$ cat src/logic/smc_defs.svh
/*
 Timing counts, register offsets, field positions and reset values for the
 sleep mode controller. Assumes inclusion by the controller module only.
 */
`ifndef SMC_DEFS_SVH
`define SMC_DEFS_SVH
// How it works
// - Sleep only when enable bit set
// - Mode field decodes five modes, three reserved
// - Interrupt wake holds core four extra cycles
// - Register file and SRAM kept intact
// - Reset while asleep restarts at reset vector
// - Upper four bits read zero, reset zero
// - Idle stops only core and flash clocks
// - Idle or noise mode starts conversion
// - Noise mode stops io, core, flash clocks
// - Noise mode wake sources limited
// - Power-down stops oscillator and generated clocks
// - Power-down wake sources limited
// - Power-down wake waits fuse start-up time
// - Power-save like power-down plus timer two
// - Power-save timer two wakes only with enables set
// - Power-save oscillators follow timer two clocking
// - Standby keeps oscillator, wakes in six cycles
// - Timer oscillator runs only if asynchronous while asleep
// - External irqs wake deep modes as levels
// - Idle wakes on any interrupt
// ----------------------------------------
// Register map
// ----------------------------------------
`define SMC_ADDR_CTRL      12'h000
`define SMC_ADDR_STATUS    12'h004
`define SMC_ADDR_CONFIG    12'h008
`define SMC_CTRL_RESET     8'h00
`define SMC_CONFIG_RESET   8'h00
`define SMC_SE_BIT         0
`define SMC_SM_LSB         1
`define SMC_SM_MSB         3
`define SMC_CFG_XTAL_BIT   0
`define SMC_CFG_T2EN_BIT   1
`define SMC_CFG_T2ASY_BIT  2
`define SMC_CFG_T2SYN_BIT  3
`define SMC_CFG_ADCEN_BIT  4
`define SMC_CFG_SUT_LSB    5
`define SMC_CFG_SUT_MSB    7
// ----------------------------------------
// Timing counts in cycles
// ----------------------------------------
`define SMC_IRQ_HOLD       4'h4
`define SMC_STANDBY_WAKE   16'h0006
`define SMC_SHORT_WAKE     16'h0001
`endif

$ cat src/logic/smc_pkg.sv
/*
 Types shared by the sleep mode controller. Assumes nothing outside.
 */
package smc_pkg;
   typedef enum logic [2:0] {
      SMC_IDLE    = 3'h0,
      SMC_NOISE   = 3'h1,
      SMC_PDOWN   = 3'h2,
      SMC_PSAVE   = 3'h3,
      SMC_STANDBY = 3'h6
   } smc_mode_t;
   typedef enum logic [3:0] {
      SMC_RUN   = 4'h1,
      SMC_SLEEP = 4'h2,
      SMC_START = 4'h4,
      SMC_HOLD  = 4'h8
   } smc_state_t;
endpackage

$ cat src/logic/smc_ctrl.sv
/*
 Sleep mode controller: control register over APB, sleep state machine,
 clock domain gates and wake filtering. Assumes the core raises a one-cycle
 sleep_exec when it executes its sleep instruction and stalls while core_halt.
 */
// Register access over APB and the address map were chosen for this implementation.
`timescale 1ns/10ps
`default_nettype none
`include "smc_defs.svh"
module smc_ctrl
   import smc_pkg::*;
(
   // Clock and reset
   input  wire logic        pclk,
   input  wire logic        presetn,
   // APB slave
   input  wire logic        psel,
   input  wire logic        penable,
   input  wire logic        pwrite,
   input  wire logic [11:0] paddr,
   input  wire logic [31:0] pwdata,
   output logic      [31:0] prdata,
   output logic             pready,
   output logic             pslverr,
   // Core side
   input  wire logic        sleep_exec,
   input  wire logic        global_irq_en,
   input  wire logic        sys_reset_req,
   output logic             core_halt,
   output logic             irq_resume,
   output logic             reset_vector,
   // Wake sources
   input  wire logic        ext_irq_level,
   input  wire logic        ext_irq_edge,
   input  wire logic        pin_change_irq,
   input  wire logic        twi_addr_match,
   input  wire logic        watchdog_irq,
   input  wire logic        timer2_irq,
   input  wire logic [1:0]  timer2_irq_mask,
   input  wire logic        spm_ready_irq,
   input  wire logic        adc_done_irq,
   input  wire logic        other_io_irq,
   // Clock gates and conversion start
   output logic             clk_cpu_en,
   output logic             clk_flash_en,
   output logic             clk_io_en,
   output logic             clk_adc_en,
   output logic             async_clock_domain_en,
   output logic             main_osc_en,
   output logic             timer_osc_en,
   output logic             adc_start
);
   // ----------------------------------------
   // Register file
   // ----------------------------------------
   logic [7:0]  ctrl_q, ctrl_d, cfg_q, cfg_d;
   logic [31:0] rdata_d;
   logic        ready_d, err_d;
   logic        acc, hit;
   smc_state_t  st_q, st_d;
   smc_mode_t   mode_q, mode_d;
   logic [15:0] cnt_q, cnt_d;
   logic        wake_irq_q, wake_irq_d;
   logic        irq_res_q, irq_res_d, rv_q, rv_d, adc_q, adc_d;
   logic [6:0]  gate_q, gate_d;
   logic        halt_d;
   logic        legal, wake, sleep_go;
   logic [15:0] startup;

   assign acc = psel && penable;
   assign hit = (paddr == `SMC_ADDR_CTRL) || (paddr == `SMC_ADDR_STATUS) || (paddr == `SMC_ADDR_CONFIG);

   always_comb begin
      ctrl_d  = ctrl_q;
      cfg_d   = cfg_q;
      rdata_d = 32'h0;
      ready_d = 1'b0;
      err_d   = 1'b0;
      if (psel && !penable) begin
         ready_d = 1'b1;
      end
      if (acc && pready) begin
         if (pwrite && paddr == `SMC_ADDR_CTRL) begin
            ctrl_d = {4'h0, pwdata[3:0]};
         end
         if (pwrite && paddr == `SMC_ADDR_CONFIG) begin
            cfg_d = pwdata[7:0];
         end
      end
      if (psel && !penable && !pwrite) begin
         unique case (paddr)
            `SMC_ADDR_CTRL:   rdata_d = {24'h0, ctrl_q};
            `SMC_ADDR_STATUS: rdata_d = {24'h0, st_q, 1'b0, mode_q};
            `SMC_ADDR_CONFIG: rdata_d = {24'h0, cfg_q};
            default:          rdata_d = 32'h0;
         endcase
      end
      if (psel && !penable && !hit) begin
         err_d = 1'b1;
      end
   end

   always_ff @(posedge pclk or negedge presetn) begin
      if (!presetn) begin
         ctrl_q  <= `SMC_CTRL_RESET;
         cfg_q   <= `SMC_CONFIG_RESET;
         prdata  <= 32'h0;
         pready  <= 1'b0;
         pslverr <= 1'b0;
      end else begin
         ctrl_q  <= ctrl_d;
         cfg_q   <= cfg_d;
         prdata  <= rdata_d;
         pready  <= ready_d;
         pslverr <= err_d;
      end
   end

   // ----------------------------------------
   // Mode decode and wake filtering
   // ----------------------------------------
   // Standby without a crystal falls back to no gating at all
   always_comb begin
      legal = 1'b0;
      unique case (ctrl_q[`SMC_SM_MSB:`SMC_SM_LSB])
         SMC_IDLE, SMC_NOISE, SMC_PDOWN, SMC_PSAVE: legal = 1'b1;
         SMC_STANDBY: legal = cfg_q[`SMC_CFG_XTAL_BIT];
         default:     legal = 1'b0;
      endcase
   end

   assign sleep_go = (st_q == SMC_RUN) && sleep_exec && ctrl_q[`SMC_SE_BIT] && legal;

   // Deep modes see external irqs as levels only
   always_comb begin
      wake       = 1'b0;
      wake_irq_d = wake_irq_q;
      unique case (mode_q)
         SMC_IDLE:  wake = ext_irq_level || ext_irq_edge || pin_change_irq || twi_addr_match
                           || watchdog_irq || timer2_irq || spm_ready_irq || adc_done_irq
                           || other_io_irq;
         SMC_NOISE: wake = adc_done_irq || watchdog_irq || twi_addr_match || timer2_irq
                           || spm_ready_irq || ext_irq_level || pin_change_irq;
         SMC_PSAVE: wake = ext_irq_level || pin_change_irq || twi_addr_match || watchdog_irq
                           || (timer2_irq && (|timer2_irq_mask) && global_irq_en
                               && cfg_q[`SMC_CFG_T2EN_BIT]);
         default:   wake = ext_irq_level || pin_change_irq || twi_addr_match
                           || watchdog_irq;
      endcase
      if (st_q == SMC_SLEEP) begin
         wake_irq_d = !sys_reset_req;
      end
   end

   // Fuse start-up code n gives 2^n cycles, clock restart time
   assign startup = (mode_q == SMC_STANDBY) ? `SMC_STANDBY_WAKE :
                    (mode_q == SMC_PDOWN || mode_q == SMC_PSAVE)
                    ? (16'h0001 << cfg_q[`SMC_CFG_SUT_MSB:`SMC_CFG_SUT_LSB]) : `SMC_SHORT_WAKE;

   // ----------------------------------------
   // Sleep state machine
   // ----------------------------------------
   // Core state is never touched: only clocks stop, so registers and SRAM keep data
   always_comb begin
      st_d      = st_q;
      mode_d    = mode_q;
      cnt_d     = cnt_q;
      irq_res_d = 1'b0;
      rv_d      = 1'b0;
      adc_d     = 1'b0;
      unique case (st_q)
         SMC_RUN: begin
            if (sleep_go) begin
               st_d   = SMC_SLEEP;
               mode_d = smc_mode_t'(ctrl_q[`SMC_SM_MSB:`SMC_SM_LSB]);
               adc_d  = cfg_q[`SMC_CFG_ADCEN_BIT]
                        && (ctrl_q[`SMC_SM_MSB:`SMC_SM_LSB] == SMC_IDLE
                            || ctrl_q[`SMC_SM_MSB:`SMC_SM_LSB] == SMC_NOISE);
            end
         end
         SMC_SLEEP: begin
            if (sys_reset_req || wake) begin
               st_d  = SMC_START;
               cnt_d = startup;
            end
         end
         SMC_START: begin
            if (cnt_q <= 16'h0001) begin
               st_d  = wake_irq_q ? SMC_HOLD : SMC_RUN;
               cnt_d = {12'h0, `SMC_IRQ_HOLD};
               rv_d  = !wake_irq_q;
            end else begin
               cnt_d = cnt_q - 16'h0001;
            end
         end
         SMC_HOLD: begin
            if (cnt_q <= 16'h0001) begin
               st_d      = SMC_RUN;
               irq_res_d = 1'b1;
            end else begin
               cnt_d = cnt_q - 16'h0001;
            end
         end
      endcase
   end

   // Gate vector: cpu, flash, io, adc, async, main osc, timer osc
   always_comb begin
      gate_d = 7'h7f;
      if (st_d == SMC_SLEEP || st_d == SMC_START) begin
         unique case (mode_d)
            SMC_IDLE:    gate_d = {2'b00, 3'b111, 1'b1, cfg_q[`SMC_CFG_T2ASY_BIT]};
            SMC_NOISE:   gate_d = {3'b000, 2'b11, 1'b1, cfg_q[`SMC_CFG_T2ASY_BIT]};
            SMC_PDOWN:   gate_d = 7'h00;
            SMC_PSAVE:   gate_d = {4'h0, 1'b1, cfg_q[`SMC_CFG_T2SYN_BIT],
                                   cfg_q[`SMC_CFG_T2ASY_BIT]};
            SMC_STANDBY: gate_d = 7'h02;
         endcase
      end
      halt_d = (st_d != SMC_RUN);
   end

   always_ff @(posedge pclk or negedge presetn) begin
      if (!presetn) begin
         st_q       <= SMC_RUN;
         mode_q     <= SMC_IDLE;
         cnt_q      <= 16'h0000;
         wake_irq_q <= 1'b0;
         irq_res_q  <= 1'b0;
         rv_q       <= 1'b0;
         adc_q      <= 1'b0;
         gate_q     <= 7'h7f;
         core_halt  <= 1'b0;
      end else begin
         st_q       <= st_d;
         mode_q     <= mode_d;
         cnt_q      <= cnt_d;
         wake_irq_q <= wake_irq_d;
         irq_res_q  <= irq_res_d;
         rv_q       <= rv_d;
         adc_q      <= adc_d;
         gate_q     <= gate_d;
         core_halt  <= halt_d;
      end
   end

   assign irq_resume            = irq_res_q;
   assign reset_vector          = rv_q;
   assign adc_start             = adc_q;
   assign clk_cpu_en            = gate_q[6];
   assign clk_flash_en          = gate_q[5];
   assign clk_io_en             = gate_q[4];
   assign clk_adc_en            = gate_q[3];
   assign async_clock_domain_en = gate_q[2];
   assign main_osc_en           = gate_q[1];
   assign timer_osc_en          = gate_q[0];

   // ----------------------------------------
   // Checks
   // ----------------------------------------
   a_noop_no_gate: assert property (@(posedge pclk) disable iff (!presetn)
      (st_q == SMC_RUN && sleep_exec && !ctrl_q[0]) |=> (st_q == SMC_RUN && clk_cpu_en))
      else $error("sleep taken while disabled");
   a_enter_sleep: assert property (@(posedge pclk) disable iff (!presetn)
      sleep_go |=> (st_q == SMC_SLEEP && core_halt && !clk_cpu_en))
      else $error("sleep not entered");
   a_reserved_run: assert property (@(posedge pclk) disable iff (!presetn)
      (st_q == SMC_RUN && !legal) |=> clk_cpu_en && clk_io_en)
      else $error("clock gated on reserved code");
   a_idle_gates: assert property (@(posedge pclk) disable iff (!presetn)
      (st_q == SMC_SLEEP && mode_q == SMC_IDLE) |-> (!clk_cpu_en && !clk_flash_en && clk_io_en))
      else $error("idle gating wrong");
   a_noise_gates: assert property (@(posedge pclk) disable iff (!presetn)
      (st_q == SMC_SLEEP && mode_q == SMC_NOISE) |-> (!clk_io_en && clk_adc_en))
      else $error("noise gating wrong");
   a_pdown_off: assert property (@(posedge pclk) disable iff (!presetn)
      (st_q == SMC_SLEEP && mode_q == SMC_PDOWN) |-> (!main_osc_en && !async_clock_domain_en))
      else $error("power-down clocks running");
   a_ctrl_upper: assert property (@(posedge pclk) disable iff (!presetn)
      ctrl_q[7:4] == 4'h0)
      else $error("upper control bits set");
   a_irq_hold: assert property (@(posedge pclk) disable iff (!presetn)
      (st_q == SMC_START && st_d == SMC_HOLD) |=> core_halt [*4] ##1 irq_resume)
      else $error("hold not four cycles");
   a_standby_wake: assert property (@(posedge pclk) disable iff (!presetn)
      (st_q == SMC_SLEEP && mode_q == SMC_STANDBY && wake) |-> ##7 (st_q != SMC_START))
      else $error("standby wake slow");
   a_reset_vec: assert property (@(posedge pclk) disable iff (!presetn)
      (st_q == SMC_SLEEP && sys_reset_req) |-> ##[1:300] reset_vector)
      else $error("reset wake lost");
   a_edge_ignored: assert property (@(posedge pclk) disable iff (!presetn)
      (st_q == SMC_SLEEP && mode_q == SMC_PDOWN && !sys_reset_req && !ext_irq_level
       && !pin_change_irq && !twi_addr_match && !watchdog_irq) |=> st_q == SMC_SLEEP)
      else $error("illegal wake source");
   c_idle_wake: cover property (@(posedge pclk) st_q == SMC_SLEEP && mode_q == SMC_IDLE && wake);
   c_psave_t2:  cover property (@(posedge pclk) st_q == SMC_SLEEP && mode_q == SMC_PSAVE && timer2_irq && wake);
   c_reset_wk:  cover property (@(posedge pclk) reset_vector);
endmodule // smc_ctrl
`default_nettype wire

$ cat config.mk
export PLATFORM = sky130hd
export DESIGN_NAME = smc_ctrl
export DESIGN_NICKNAME = d
export VERILOG_FILES = /design/src/logic/smc_pkg.sv /design/src/logic/smc_ctrl.sv
export VERILOG_INCLUDE_DIRS = /design/src /design/src/logic
export SDC_FILE = /design/constraint.sdc
export NUM_CORES = 1
export LEC_CHECK = 0
export BUFFER_PORTS_ARGS = -buffer_cell sky130_fd_sc_hd__buf_2
export CAP_MARGIN = 10
export CELL_PAD_IN_SITES_DETAIL_PLACEMENT = 1
export CELL_PAD_IN_SITES_GLOBAL_PLACEMENT = 1
export CORE_MARGIN = 2
export CORE_UTILIZATION = 34
export DETAILED_ROUTE_END_ITERATION = 10
export PLACE_DENSITY = 0.87
export SLEW_MARGIN = 15
export SYNTH_ARGS = -nofsm -noshare
export SYNTH_HDL_FRONTEND = slang
export SYNTH_SLANG_ARGS = --single-unit
export TNS_END_PERCENT = 50
$ cat constraint.sdc
create_clock -name pclk -period 2.8 [get_ports pclk]
set_clock_uncertainty 0.05 [all_clocks]
set_input_delay 0.28 -clock pclk [delete_from_list [all_inputs] [get_ports pclk]]
set_output_delay 0.28 -clock pclk [all_outputs]
set_load 0.01 [all_outputs]
### Word-level counts from Yosys, hierarchy flattened

Cells that the tools add are included.
W data, S select, Z words.

| storage, ports and cells | value |
|---|---|
| flip-flop bits (word level) | 81 |
| output and inout port bits | 45 |
| logic and storage cells | 121 |

| operators by class | value |
|---|---|
| reduce and logical (&&, ||, !) cells | 53 |
| mux-type cells | 28 |
| eq/ne operators | 23 |
| shifts and indexed selects | 1 |
| order comparisons | 1 |
| $add $sub $neg | 1 |

Operators with widths:

| kind | count |
|---|---|
| $mux W16 | 5 |
| $pmux W16 S3 | 1 |
| $pmux W7 S5 | 1 |
| $logic_or A1 B1 Y1 | 24 |
| $pmux W8 S3 | 1 |
| $mux W4 | 5 |
| $eq A3 B2 Y1 const B | 6 |
| $le A16 B1 Y1 const B | 1 |
| $pmux W4 S4 | 1 |
| $shl A1 B3 Y16 const A | 1 |
| $sub A16 B1 Y16 const B | 1 |
| $logic_and A1 B1 Y1 | 14 |
| $eq A12 B3 Y1 const B | 1 |
| $eq A12 B4 Y1 const B | 1 |
| $logic_not A12 Y1 | 1 |
| $eq A3 B1 Y1 const B | 3 |
| $eq A3 B3 Y1 const B | 3 |
| $logic_not A3 Y1 | 3 |
| $eq A4 B2 Y1 const B | 2 |
| $eq A4 B3 Y1 const B | 2 |
| $mux W1 | 8 |
| $mux W8 | 1 |
| $mux W7 | 1 |
| $mux W3 | 2 |
| other kinds (13) | 18 |

### Longest topological paths before layout

| logic depth | value |
|---|---|
| depth after elaboration | 15 |
| depth in mapped cells | 9 |

### Worst setup path after synthesis

OpenSTA, ideal clock, no wires.

| path | value |
|---|---|
| kind | reg-to-reg |
| from | reg cnt_q[8] |
| to | reg core_halt |
| stages on the path, launching flop included | 7 |
| arrival time | 2432 ps |
| setup time | 138 ps |
| buffers on the path | 0 |
| period minus slack after synthesis | 2620 ps |
| path slack | 180 ps |
| cells stage by stage | dfrtp_1 -> or3_1 -> or4_4 -> or4_4 -> nor4_4 -> nor2_2 -> or4b_1 |

| between the ends | value |
|---|---|
| longest elaborated chain between the ends | 4 |
| elaborated cells on any way between the ends | 5 |
| classes of those cells | order compare: 1; eq/ne: 1; mux: 3 |

Ends and longest elaborated chain:

| item | line | RTL |
|---|---|---|
| start, declared | smc_ctrl.sv:62 | `logic [15:0] cnt_q, cnt_d;` |
| start signal, assigned | smc_ctrl.sv:237 | `cnt_q <= cnt_d;` |
| $le A16 B1 Y1 (*) | smc_ctrl.sv:188, smc_ctrl.sv:197 |  |
| $mux W4, on equally long branches | smc_ctrl.sv:197, smc_ctrl.sv:188 |  |
| $pmux W4 S4 (*) | smc_ctrl.sv:171 | `unique case (st_q)` |
| via st_d[3] | smc_ctrl.sv:60 | `smc_state_t st_q, st_d;` |
| $ne A4 B1 Y1 (*) | smc_ctrl.sv:220 | `halt_d = (st_d != SMC_RUN);` |
| via halt_d | smc_ctrl.sv:66 | `logic halt_d;` |
| end signal, assigned | smc_ctrl.sv:243 | `core_halt <= halt_d;` |
| end, declared | smc_ctrl.sv:29 | `output logic core_halt,` |

Mark *: on every way through the listed nets, which the timed path passes. The rest lies on a longest branch.
A chain may end at the register's enable or synchronous reset.

### Worst setup path after layout

| path | value |
|---|---|
| from | reg cnt_q[5] |
| to | reg cnt_q[10] |

| between the ends | value |
|---|---|
| longest elaborated chain between the ends | 3 |
| elaborated cells on any way between the ends | 7 |
| classes of those cells | add/sub: 1; order compare: 1; eq/ne: 1; mux: 3; reduce/logical: 1 |

Ends and longest elaborated chain:

| item | line | RTL |
|---|---|---|
| $sub A16 B1 Y16 / $le A16 B1 Y1 (equally long branches) | - |  |
| $mux W16, or another cell as far along | smc_ctrl.sv:197 | `if (cnt_q <= 16'h0001) begin` |
| $pmux W16 S3 / $reduce_and A3 Y1 (equally long branches) | - |  |

Parallel ways exist; a longest one is shown, timed or not. The select of a mux whose other input is x is not followed.

==> qor.yml <==
floorplan:
  die_w_um: 99.3
  die_y_um: 99.3
  num_rows: 34
  core_region_area_mm2: 0.00876
  pin_count: 108
  die_area_mm2: 0.00986
  start_util: 0.352
drt:
  via_per_inst: 5.27
  post_drt_wl_per_cell_um: 16.3
  num_vias: 2581
  initialDrtViolationCount: 178
  drc: 0
  first_pass_iters: 4
  drt_wl_total_um: 8010
  ant_nets: 0
critical_path:
  arrival_ps: 2760
  rr_startpoint: "cnt_q[5]$_DFFE_PN0P_"
  start_kind: "flop"
  worstSetupPathType: "flop to flop"
  cp_slowest_cell: "or4_4"
  crit_start: "cnt_q[5]$_DFFE_PN0P_"
  r2r_setup_slack_ps: 200
  endpoint_kind: "flop"
  crit_fanout: 9
  required_ps: 2950
  reg2regPathDepth: 7
  cp_top_family: "simple AND/OR/NAND/NOR gates"
  slowest_delay_ps: 560
  crit_chain: "or4_4, or3_1, nor2_1, o31a_1, buf_4, nor2b_1, a32o_1"
  cp_num_buf_inv: 1
  r2r-end: "cnt_q[10]$_DFFE_PN0P_"
  worst-path-stages: 7
  cp-endpoint: "cnt_q[10]$_DFFE_PN0P_"
synthesis:
  synth_seq_cells: 56
  async_flop_share: 1.00
  synth-xor-area-share: 0.00567
  synth_cells: 320
  synth_mux_area_frac: 0.0527
  synth-compound-area-share: 0.172
  synth_seq_area_share: 0.457
  synth_top_family_by_area: "simple AND/OR/NAND/NOR gates"
  synth-edff-count: 0
  avgSynthCellArea_um2: 9.65
  syn_area_mm2: 0.00309
  yosys_warnings: 0
  synth_ff_type: "dfrtp_1"
  synthAdderAreaFrac: 0.00811
  synth_simple_gate_area_frac: 0.210
  synthDistinctLibCells: 57
sta:
  worst_pin_slew_ps: 825
  max_freq_mhz: 385
  setup_viol: 0
  finalWorstPathRequiredPeriod_ps: 2600
  slew_viol_final: 0
  maxSlewHeadroom: 0.447
  min_period_over_period: 0.929
  rsz0062_at_grt: "no"
  report.final.hold_viol_count: 0
  tns_ps: 0
placement:
  hpwl_um: 6160
  dp_cells: 481
  gp_congestion: 0.812
  port_buffers: 59
clock_tree:
  clock_sinks: 56
  path_clk_slew_ps: 100
  cts_root_buf: "clkbuf_8"
  cts_tree: "done"
  cts_resized: 0
  clk_path_buf_depth: 2
  clkLatencyLatePin_ps: 320
  cts_inserted_buffers: 5
  h-tree-depth: 2
grt:
  grt_pass1_wl_um: 13400
  grt_max_degree: 21
  grt-ovfl-total: 0
  grt_usage: 0.167
  antenna_found_initial: 0
  grt_pass1_vias: 2672
min_path:
  hold_class: "input pin to flop"
final_layout:
  stdcell_count: 490
  drive_gt1_frac: 0.285
  multiInputGateArea_mm2: 0.00148
  nFillCells: 1043
  diodes: 0
  areaGrowthSynthToFinish_pct: 14.4
  register_area_mm2: 0.00141
  layout.nets: 446
pwr:
  leakagePower_nw: 1.67
  p_per_area_mw_per_mm2: 381
  vdd_drop_max_uv: 153
outcome:
  status: "finished, final reports clean"
run:
  maxCapViolCount: 0
==> area by class of cell <==
class                           count  share of cell area
Multi-Input combinational cell    239               0.418
Sequential cell                    56               0.399
Timing Repair Buffer               72               0.112
Tap cell                          108              0.0383
Clock buffer                        6              0.0205
Inverter                            7             0.00744
Clock inverter                      2             0.00461
==> metrics by stage <==
stage | utilization | worst slack (ps) | hold slack [ps] | power (mW) | instance area [um2]
after floorplan | - | 180 | -65.6 | 0.883 | 3170
after global placement | 0.392 | 137 | 195 | 0.906 | 3430
after detailed placement | 0.392 | 99.0 | 203 | 0.910 | 3430
after CTS | 0.403 | 87.4 | 93.0 | 1.36 | 3530
after global routing | 0.403 | 25.2 | 93.6 | 1.40 | 3530
final | 0.403 | 200 | 92.1 | 1.35 | 3530
==> cell usage after synthesis (all sizes together), types with 5 or more instances <==
cell type | number | share of area
nor4 | 5 | 0.015
nand4 | 5 | 0.010
nor2 | 37 | 0.046
a21oi | 8 | 0.013
mux2i | 5 | 0.016
clkbuf | 14 | 0.020
a22oi | 5 | 0.012
nand2 | 16 | 0.019
or3 | 6 | 0.012
o21ai | 23 | 0.037
nor2b | 7 | 0.014
mux2 | 10 | 0.036
dfstp | 7 | 0.060
nand3 | 6 | 0.0097
or4 | 8 | 0.024
a22o | 13 | 0.037
or2 | 5 | 0.010
inv | 7 | 0.0085
dfrtp | 49 | 0.40
nor3 | 11 | 0.018
buf | 27 | 0.064
==> power breakdown <==
group	total [mW]	internal, mW	leakage [nW]	switching (mW)
registers	0.812	0.811	0.720	0.00132
clock network	0.453	0.179	0.0414	0.274
logic	0.0827	0.0297	0.908	0.0530
==> cell families after synthesis <==
family / Yosys count
compound gates: 77
xor+xnor: 2
buf+inv: 48
simple gates: 119
other cells: 1
mux: 15
fa+ha+maj: 2
flops: 56
==> registers in the layout, summed over array words and instances, names as in the netlist <==
name          flops
prdata            8
cfg_q             8
st_q              4
pslverr           1
ctrl_q            4
gate_q            6
cnt_q            16
adc_start         1
irq_resume        1
pready            1
reset_vector      1
wake_irq_q        1
mode_q            3
core_halt         1
==> worst min-delay path by stage <==
stage	start	end	slack, ps	depth (start not counted)
after floorplan	presetn	adc_start$_DFF_PN0_	-70	0
after global placement	presetn	cnt_q[15]$_DFFE_PN0P_	200	1
after detailed placement	presetn	cnt_q[15]$_DFFE_PN0P_	200	1
after CTS	penable	pready$_DFF_PN0_	90	2
after global routing	penable	pready$_DFF_PN0_	90	2
final	penable	pready$_DFF_PN0_	90	2
==> per-layer routing <==
layer | global-route usage | share of wire | up-vias
li1 | - | - | 1224
met1 | 0.220 | 0.45 | 1284
met2 | 0.288 | 0.50 | 63
met3 | 0.0225 | 0.040 | 10
met4 | 0.0495 | 0.015 | 0
met5 | 0 | 0 | -
==> what timing repair did <==
item                       4_1_cts  5_1_grt
hold endpoints to repair        16        0
setup endpoints to repair        0        1
setup buffers                    0        0
hold buffers                     1        0
==> cell usage in the layout, fill, tap and decap left out, drive strengths merged, types with 3 or more instances in the layout <==
master	count
a22oi	5
o21a	4
nand3	6
mux2	10
nor2	37
nor4	5
nand2b	3
or3	6
dfrtp	49
conb	24
o21ai	23
nand4	5
o21bai	4
o32ai	3
a21oi	8
dfstp	7
or4	8
clkbuf	6
a31oi	3
buf	71
a22o	13
mux2i	5
nor3	11
inv	7
nor2b	7
nand2	16
or2	5
Note: power is estimated with default switching activity, not from simulation.
